File: src/design/fvmu_consts.svh
`ifndef FVMU_CONSTS_SVH
`define FVMU_CONSTS_SVH

// instruction word fields
`define MAJOR_MSB 31
`define MAJOR_LSB 26
`define FUNC_MSB 5
`define FUNC_LSB 0
`define SUB_MSB 10
`define SUB_LSB 6
`define DEST_MSB 15
`define DEST_LSB 11
`define SEL_MSB 12
`define SEL_LSB 11

// opcode values
`define MAJOR_BASE 6'h00
`define MAJOR_EXT 6'h1f
`define FUNC_MOVE_LO 6'h13
`define FUNC_MOVE_HI 6'h11
`define FUNC_EXT_MUL 6'h10
`define SUB_Q31_LEFT 5'h1c
`define SUB_Q31_RIGHT 5'h1d
`define SUB_UBYTE_LEFT 5'h06

// saturation values and flag position
`define Q15_MIN 16'h8000
`define Q31_MAX 32'h7fffffff
`define U16_MAX 16'hffff
`define OVERFLOW_BIT 21

// reset values
`define CONTROL_RESET 32'h0000_0000
`define ACC_RESET 64'h0000_0000_0000_0000
`define WORD_RESET 32'h0000_0000

`endif

File: src/design/fvmu_pkg.sv
package fvmu_pkg;

  typedef enum logic [5:0] {
    OP_NONE = 6'b000001,
    OP_MOVE_LO = 6'b000010,
    OP_MOVE_HI = 6'b000100,
    OP_Q31_LEFT = 6'b001000,
    OP_Q31_RIGHT = 6'b010000,
    OP_UBYTE_LEFT = 6'b100000
  } op_kind_type;

  typedef struct packed {
    logic [3:0][63:0] acc;
    logic [31:0] control;
    logic result_valid;
    logic [31:0] result_data;
    logic [4:0] result_dest;
    logic dsp_disabled_exception;
    logic [63:0] acc_read_data;
  } state_type;

endpackage

File: src/design/fractional_vector_multiply_unit.sv
`timescale 1ns/1ps
`include "fvmu_consts.svh"

// How it works
// - low-word write with selector 1..3 and extension off raises disabled exception
// - left-lane q31 multiply uses bits 31..16 of both sources
// - right-lane q31 multiply uses bits 15..0 of both sources
// - q31 result is signed half product shifted left once, full word
// - both operands 0x8000 give 0x7fffffff instead
// - q31 saturation sets overflow bit 21 of the control register
// - multiplies leave accumulators one to three untouched
// - byte multiply pairs bytes 31..24 and 23..16 with the two half-words
// - a lane product above sixteen bits becomes 0xffff
// - either byte lane saturating sets overflow bit 21
// - upper byte lane lands in bits 31..16, lower in 15..0
// - multiplies raise no data-dependent exception
// - low word is accumulator bits 31..0, selector zero is the base pair
module fractional_vector_multiply_unit import fvmu_pkg::*; (
  input wire logic clk,
  input wire logic resetn,
  input wire logic op_valid,
  input wire logic [31:0] instruction,
  input wire logic [31:0] first_source_register,
  input wire logic [31:0] second_source_register,
  input wire logic extension_enable_bit,
  input wire logic control_write,
  input wire logic [31:0] control_write_data,
  input wire logic [1:0] acc_read_select,
  output logic result_valid,
  output logic [31:0] result_data,
  output logic [4:0] result_dest,
  output logic dsp_disabled_exception,
  output logic [31:0] extension_control_register,
  output logic [63:0] acc_read_data
);

  state_type state;
  state_type next_state;
  op_kind_type op_kind;
  logic [1:0] accumulator_selector;
  logic [31:0] q31_product;
  logic q31_saturated;
  logic [31:0] byte_product;
  logic byte_saturated;

  function automatic op_kind_type decode(input logic [31:0] instr);
    logic [5:0] major;
    logic [5:0] func;
    logic [4:0] sub;
    major = instr[`MAJOR_MSB:`MAJOR_LSB];
    func = instr[`FUNC_MSB:`FUNC_LSB];
    sub = instr[`SUB_MSB:`SUB_LSB];
    decode = OP_NONE;
    if (major == `MAJOR_BASE && func == `FUNC_MOVE_LO) begin
      decode = OP_MOVE_LO;
    end else if (major == `MAJOR_BASE && func == `FUNC_MOVE_HI) begin
      decode = OP_MOVE_HI;
    end else if (major == `MAJOR_EXT && func == `FUNC_EXT_MUL) begin
      case (sub)
        `SUB_Q31_LEFT: decode = OP_Q31_LEFT;
        `SUB_Q31_RIGHT: decode = OP_Q31_RIGHT;
        `SUB_UBYTE_LEFT: decode = OP_UBYTE_LEFT;
        default: decode = OP_NONE;
      endcase
    end
  endfunction

  lane_multiplier multiplier (
    .first_source_register(first_source_register),
    .second_source_register(second_source_register),
    .right_lane(op_kind == OP_Q31_RIGHT),
    .q31_product(q31_product),
    .q31_saturated(q31_saturated),
    .byte_product(byte_product),
    .byte_saturated(byte_saturated)
  );

  // decoded outside the state process so the multiplier path forms no loop through it
  assign op_kind = decode(instruction);
  assign accumulator_selector = instruction[`SEL_MSB:`SEL_LSB];

  always_comb begin
    next_state = state;
    next_state.result_valid = 1'b0;
    next_state.dsp_disabled_exception = 1'b0;
    next_state.result_dest = instruction[`DEST_MSB:`DEST_LSB];
    next_state.acc_read_data = state.acc[acc_read_select];
    // software write first so a same-cycle saturation still wins
    if (control_write) begin
      next_state.control = control_write_data;
    end
    if (op_valid) begin
      case (op_kind)
        OP_MOVE_LO: begin
          if (accumulator_selector != 2'b00 && !extension_enable_bit) begin
            next_state.dsp_disabled_exception = 1'b1;
          end else begin
            next_state.acc[accumulator_selector][31:0] = first_source_register;
          end
        end
        OP_MOVE_HI: begin
          if (accumulator_selector != 2'b00 && !extension_enable_bit) begin
            next_state.dsp_disabled_exception = 1'b1;
          end else begin
            // low half kept as is; pairing order is software's concern
            next_state.acc[accumulator_selector][63:32] = first_source_register;
          end
        end
        OP_Q31_LEFT, OP_Q31_RIGHT: begin
          // only the enable can refuse a multiply, never the data
          if (!extension_enable_bit) begin
            next_state.dsp_disabled_exception = 1'b1;
          end else begin
            next_state.result_valid = 1'b1;
            next_state.result_data = q31_product;
            if (q31_saturated) begin
              next_state.control[`OVERFLOW_BIT] = 1'b1;
            end
          end
        end
        OP_UBYTE_LEFT: begin
          if (!extension_enable_bit) begin
            next_state.dsp_disabled_exception = 1'b1;
          end else begin
            next_state.result_valid = 1'b1;
            next_state.result_data = byte_product;
            if (byte_saturated) begin
              next_state.control[`OVERFLOW_BIT] = 1'b1;
            end
          end
        end
        default: begin
          next_state.result_valid = 1'b0;
        end
      endcase
    end
  end

  // accumulator zero is left intact by multiplies, a legal choice
  always_ff @(posedge clk or negedge resetn) begin
    if (!resetn) begin
      state.acc <= {4{`ACC_RESET}};
      state.control <= `CONTROL_RESET;
      state.result_valid <= 1'b0;
      state.result_data <= `WORD_RESET;
      state.result_dest <= 5'h00;
      state.dsp_disabled_exception <= 1'b0;
      state.acc_read_data <= `ACC_RESET;
    end else begin
      state <= next_state;
    end
  end

  assign result_valid = state.result_valid;
  assign result_data = state.result_data;
  assign result_dest = state.result_dest;
  assign dsp_disabled_exception = state.dsp_disabled_exception;
  assign extension_control_register = state.control;
  assign acc_read_data = state.acc_read_data;

endmodule

File: src/design/lane_multiplier.sv
`timescale 1ns/1ps
`include "fvmu_consts.svh"

module lane_multiplier (
  input wire logic [31:0] first_source_register,
  input wire logic [31:0] second_source_register,
  input wire logic right_lane,
  output logic [31:0] q31_product,
  output logic q31_saturated,
  output logic [31:0] byte_product,
  output logic byte_saturated
);

  // returns {saturated, lane value}
  function automatic logic [16:0] sat_lane(input logic [7:0] x, input logic [15:0] y);
    logic [23:0] p;
    p = {16'h0000, x} * {8'h00, y};
    if (|p[23:16]) begin
      sat_lane = {1'b1, `U16_MAX};
    end else begin
      sat_lane = {1'b0, p[15:0]};
    end
  endfunction

  logic [15:0] a;
  logic [15:0] b;
  logic signed [31:0] prod;
  logic [16:0] upper_lane;
  logic [16:0] lower_lane;

  always_comb begin
    a = right_lane ? first_source_register[15:0] : first_source_register[31:16];
    b = right_lane ? second_source_register[15:0] : second_source_register[31:16];
    prod = $signed(a) * $signed(b);
    q31_saturated = (a == `Q15_MIN) && (b == `Q15_MIN);
    // only -1 * -1 can overflow the doubled product
    q31_product = q31_saturated ? `Q31_MAX : {prod[30:0], 1'b0};
    upper_lane = sat_lane(first_source_register[31:24], second_source_register[31:16]);
    lower_lane = sat_lane(first_source_register[23:16], second_source_register[15:0]);
    byte_product = {upper_lane[15:0], lower_lane[15:0]};
    byte_saturated = upper_lane[16] | lower_lane[16];
  end

endmodule

File: config.mk
export PLATFORM = sky130hd
export DESIGN_NAME = fractional_vector_multiply_unit
export DESIGN_NICKNAME = d
export VERILOG_FILES = /design/src/design/fvmu_pkg.sv /design/src/design/fractional_vector_multiply_unit.sv /design/src/design/lane_multiplier.sv
export VERILOG_INCLUDE_DIRS = /design/src /design/src/design
export SDC_FILE = /design/constraint.sdc
export NUM_CORES = 2
export LEC_CHECK = 0
export ABC_AREA = 1
export BUFFER_PORTS_ARGS = -buffer_cell sky130_fd_sc_hd__buf_2
export CAP_MARGIN = 20
export CORE_UTILIZATION = 40
export CTS_CLUSTER_SIZE = 25
export DETAILED_ROUTE_END_ITERATION = 8
export PLACE_DENSITY_LB_ADDON = 0.12
export SLEW_MARGIN = 20
export SYNTH_ARGS = -nofsm -noshare
export SYNTH_HDL_FRONTEND = slang
export SYNTH_SLANG_ARGS = --single-unit
File: constraint.sdc
create_clock -name clk -period 1.6 [get_ports clk]
set_input_delay 0.32 -clock clk [delete_from_list [all_inputs] [get_ports clk]]
set_output_delay 0.32 -clock clk [all_outputs]
set_load 0.02 [all_outputs]
After elaboration in Yosys (flattened, before gate mapping)
Cells that the tools add are included.

Reductions and logical operators: 18. Equal/unequal tests: 18. Div/mod/pow operators: 0. Add/subtract/negate cells: 0. $lt $le $gt $ge: 3. Multipliers: 3. Shift operators: 0. Bitwise logic cells: 1. Multiplexer cells: 36.

Operator list (count): $bwmux 256 (2); $mux 256 (2); $pmux 256 s2 (1); $demux 64 s2 (2); $bmux 64 s2 (1); $mux 64 (2); $mux 33 (3); $mux 32 (2); $pmux 32 s2 (1); $mul 8x16->24 (2); $mux 17 (2); $eq 16x16->1 const B (2); $mux 16 (2); $mul 16x16->31 (1); $eq 6x5->1 const B (5); $mux 22 (1); $mux 6 (3); $pmux 6 s3 (1); $reduce_or 8->1 (2); $eq 5x5->1 const B (2); $mux 1 (8); $ne 2x2->1 const B (4); $reduce_and 4->1 (2); $eq 6x2->1 const B (1); 14 further kinds (25).

Output and inout port bits: 135. Bits in registers: 391. Input port bits: 135. Logic and storage cells: 90. Bits in latches: 0. Memories: 0. Memory bits (read-only): 0. RAM bits: 0.

Depth between registers and ports, before layout
Depth in word-level cells: 13. Mapped depth: 36.

Cells and area by module
A second synthesis with hierarchy kept.

Cells, all modules: 5199. Area total of the unflattened synthesis: 38775.9 um^2.

By module, submodules not included: lane_multiplier (sequential area each 0.0 um^2, instances 1, area an instance 20053.0 um^2, cells each 2864); fractional_vector_multiply_unit (sequential area each 9784.4 um^2, instances 1, area an instance 18723.0 um^2, cells each 2335).

Worst setup path before layout
No wires, ideal clock.

Path type: input -> register. Start point: input port instruction[4]. End point: register result_data[26] (netlist name). Cell stages on the path: 31. Library setup time: 118 ps. Buffers on the path: 1. Setup slack: -4779 ps. Data arrival time: 6261 ps. Cells stage by stage: inv_1 nor2_1 nand3_1 nor2_4 nand3_1 nand2_1 clkbuf_1 nor2_1 fa_1 inv_1 fa_1 inv_1 fa_1 fa_1 fa_1 inv_1 fa_1 inv_1 ha_1 nand2_1 nor2_1 inv_1 nor2_1 nand4_1 nand3_1 nand3_1 nand3_1 xnor2_1 nand3_1 nand3_1 nand2_1.

Word-level cells in the longest chain between the ends: 12. Elaborated cells between the ends (all ways): 26. Classes of those cells: 1 x mul; 10 x eq/ne; 8 x mux; 7 x reduce/logical.

Ends and longest elaborated chain: start, declared (line fractional_vector_multiply_unit.sv:22) `input wire logic [31:0] instruction,`; $eq 6x5->1 (no source line); $logic_and 1x1->1 (no source line); $mux 6 (line fractional_vector_multiply_unit.sv:58) `` end else if (major == `MAJOR_EXT && func == `FUNC_EXT_MUL) begin ``; $mux 6 (line fractional_vector_multiply_unit.sv:56) `` end else if (major == `MAJOR_BASE && func == `FUNC_MOVE_HI) begin ``; $mux 6 (*) (line fractional_vector_multiply_unit.sv:54) `` if (major == `MAJOR_BASE && func == `FUNC_MOVE_LO) begin ``; parallel branches: the longest is 7 deep, another holds $mul 16x16->31.

Mark *: on every way between the ends. The select of a mux whose other input is x is not followed. A chain may end at the register's enable or synchronous reset.

Final worst setup path
Start point: input port instruction[5]. End point: register result_data[26] (netlist name).

Word-level cells in the longest chain between the ends: 12. Elaborated cells between the ends (all ways): 26. Classes of those cells: 1 x mul; 10 x eq/ne; 8 x mux; 7 x reduce/logical.

Ends and longest elaborated chain (line): $eq 6x5->1 (no source line); $logic_and 1x1->1 (no source line); $mux 6 (fractional_vector_multiply_unit.sv:58); $mux 6 (fractional_vector_multiply_unit.sv:56); $mux 6 (*) (fractional_vector_multiply_unit.sv:54); parallel branches: the longest is 7 deep, another holds $mul 16x16->31.

Marks and branches as above.

==> metrics.cfg <==
[route]
viasPerCell=5.035
first_pass_iters=7
wl_met3_um=8268
post_drt_wl_per_cell_um=19.96
totalWireLength_um=126400
drt_iter0_markers=2543
drc_errors=82
wl_met1_um=53800
top_layer=met5
dr_wl_met2_um=59490
ant_nets=0
vias=31880

[synthesis]
synth_seq_cells=391
seq_area_frac_synth_pct=27.36
yosysUniqueCellTypes=46
syn_area_mm2=0.03576
netlist_instances=4430
syn_area_per_cell_um2=8.071
synth_nets=5157
yosys_warnings=0

[power]
peakVddDrop_mv=3.533
leakagePower_uw=0.02540
fin_total_pwr_uw=113100
power_density_mw_per_mm2=2280

[place]
postPlaceCellArea_mm2=0.04185
pre_cts_slack_ns=-5.201
place.gp.congestion=0.9278
dp_hpwl_um=91190
numPortBuffers=259

[global_routing]
grt_pass1_wl_um=185700
gr-total-overflow=0
grt_max_degree=90
grt_pass1_vias=31510
antenna_found_initial=13
grt_use_total_pct=26.61

[finish]
drive_above_1_share_pct=34.67
fillers=8068
nets=5853
syn2layout_area_growth_pct=38.77
multiInputGateArea_mm2=0.02453
seq_area_mm2=0.009784
fin_area_mm2=0.04962

[status]
run_status=complete, but fails checks
violations=DRC, setup timing

[clock_network]
htreeDepth=2
cts_tree=yes
clk_pin_slew_ns=0.06
clockBufferDepth=3
cts-root-buf=clkbuf_16
numCtsBuffers=44
clock_sinks=391
clk_latency_ns=0.61

[floorplanning]
die_h_um=301.0
start_util_pct=40.40
design.core.area_mm2=0.08851
dieArea_mm2=0.09059
rows=109
die_x_um=301.0
io_pins=270

[setup_path]
cp_max_fo=7
critPathRequiredTime_ns=2.08
path_class=primary input to flip-flop
cp_data_arrival_time_ns=6.56
slowest_delay_ns=0.57
cpMaxStageDelayCell=fa_1
worstSetupEndpointType=flip-flop
critPathLaunchType=primary input
cp_common_cell=fa_1

[sta]
finalClockSkew_ns=0.04413
whs_ns=0.02966
fin_setup_tns_ns=-159.53
period_needed_ns=6.077
grt_setup_unrepaired=yes
max_freq_mhz=164.6
maxSlewViolCount=0
worst_pin_slew_ns=0.6287
fin_ws_ns=-4.477
timing.final.crit_share_pct=379.8
setup_viol=285
slew_headroom_pct=58.09
hold_viol=0

[worst_hold_path]
hold_class=primary input to flip-flop

[flow_run]
maxCapViolCount=0

-- power breakdown --
group / total, uW / leakage, uW / internal (uW) / switching, uW
clock network: 11100 / 0.000773 / 6730 / 4400
logic: 91800 / 0.0193 / 43100 / 48700
registers: 10200 / 0.00532 / 10100 / 77.4
-- state kept, by name (all words and copies together), names as in the netlist --
name                        count
result_dest                     5
result_data                    32
result_valid                    1
dsp_disabled_exception          1
acc_read_data                  64
state                         256
extension_control_register     32
-- layer usage --
metal  global-route usage, %  up-vias
li1                        -    14850
met1                   37.54    15790
met2                   42.89     1023
met3                   3.745      212
met4                   6.865        6
met5                       0        -
-- layout make-up --
cell class                 count  area share [%]
sequential                   391           19.72
multi-input combinational   2914           49.44
tap                         1165           2.938
clock buffer                  65           2.663
clock inverter                15          0.5497
antenna                        7         0.03530
timing repair buffer         977           18.45
inverter                     798           6.213
-- synthesized netlist by cell type (all sizes together) --
cell type	instances	area, um^2
inv	789	2962
ha	168	2102
nor2	401	1523
nand2	1038	3916
mux2i	1	10.01
nand3	108	563.0
a211oi	1	7.510
or2	6	37.54
nor4	4	25.02
o21ai	445	2272
nand3b	8	60.06
clkinv	9	33.78
nand4	30	187.7
buf	147	1096
a21oi	77	385.4
a221oi	1	8.760
dfrtp	391	9784
o22ai	64	400.4
nor3	17	101.4
xnor2	24	210.2
xor2	24	210.2
a21o	7	52.55
clkbuf	182	683.2
a31oi	4	25.02
and2	3	18.77
o21bai	9	67.56
o211ai	12	135.1
fa	424	8488
mux2	31	349.1
o311ai	1	8.760
a21boi	3	22.52
a31o	1	8.760
-- critical path: cells and delay by family --
| family | cells | cell delay (ns) |
|---|---|---|
| fa+ha+maj | 7 | 3.22 |
| xor+xnor | 1 | 0.15 |
| buf+inv | 13 | 1.28 |
| compound gates | 2 | 0.32 |
| simple gates | 13 | 1.25 |
-- worst paths after layout --
kind / slack [ns] / cells past startpoint / to / from
setup / recovery: -4.48 / 36 / result_data[26] / instruction[5]
hold / removal: 0.03 / 2 / result_dest[0] / instruction[11]
setup reg to reg: 0.47 / 6 / extension_control_register[21] / extension_control_register[21]
hold reg to reg: 0.48 / 2 / result_data[4] / result_data[4]
max in group asynchronous: 0.71 / 3 / extension_control_register[11] / resetn
min in group asynchronous: 0.13 / 2 / state[157] / resetn
-- logic make-up after synthesis --
family	share of synthesized area [%]
flops	27.36
simple gates	17.99
compound gates	9.494
buf+inv	13.35
xor+xnor	1.176
mux	1.004
fa+ha+maj	29.62
-- cells in the final DEF, fill, tap and decap left out, types with 30 or more instances in the layout --
master / netlist / layout
dfrtp_1: 391 / 391
buf_6: 4 / 103
ha_1: 168 / 114
nor2_4: 1 / 41
nor2_2: 4 / 48
mux2_2: 31 / 31
inv_1: 787 / 694
nand4_1: 30 / 30
o22ai_1: 64 / 64
buf_4: 135 / 456
nand3_1: 105 / 73
clkbuf_16: 0 / 77
nand2_4: 0 / 79
inv_2: 2 / 79
fa_1: 424 / 398
buf_12: 0 / 85
o21ai_2: 12 / 88
buf_2: 6 / 232
ha_4: 0 / 50
o21ai_0: 420 / 203
nand2_2: 8 / 174
o21ai_1: 13 / 143
a21oi_1: 77 / 40
nor2_1: 396 / 313
dlygate4sd3_1: 0 / 36
nand2_1: 1030 / 784
-- metrics by stage --
step	cells	utilization (%)
2_1_floorplan	4430	-
3_3_place_gp	6009	47.28
3_5_place_dp	6009	47.28
4_1_cts	6217	51.91
5_1_grt	6326	56.04
6_report	6332	56.06
-- repair_timing --
action / 4_1_cts / 5_1_grt
setup buffers: 84 / 69
pin swaps: 130 / 198
hold endpoints to repair: 426 / 0
hold buffers: 36 / 0
endpoints found under the setup margin: 270 / 291
gates resized for setup: 317 / 721
cloned: 8 / 46
Note: power is estimated with default switching activity, not from simulation.
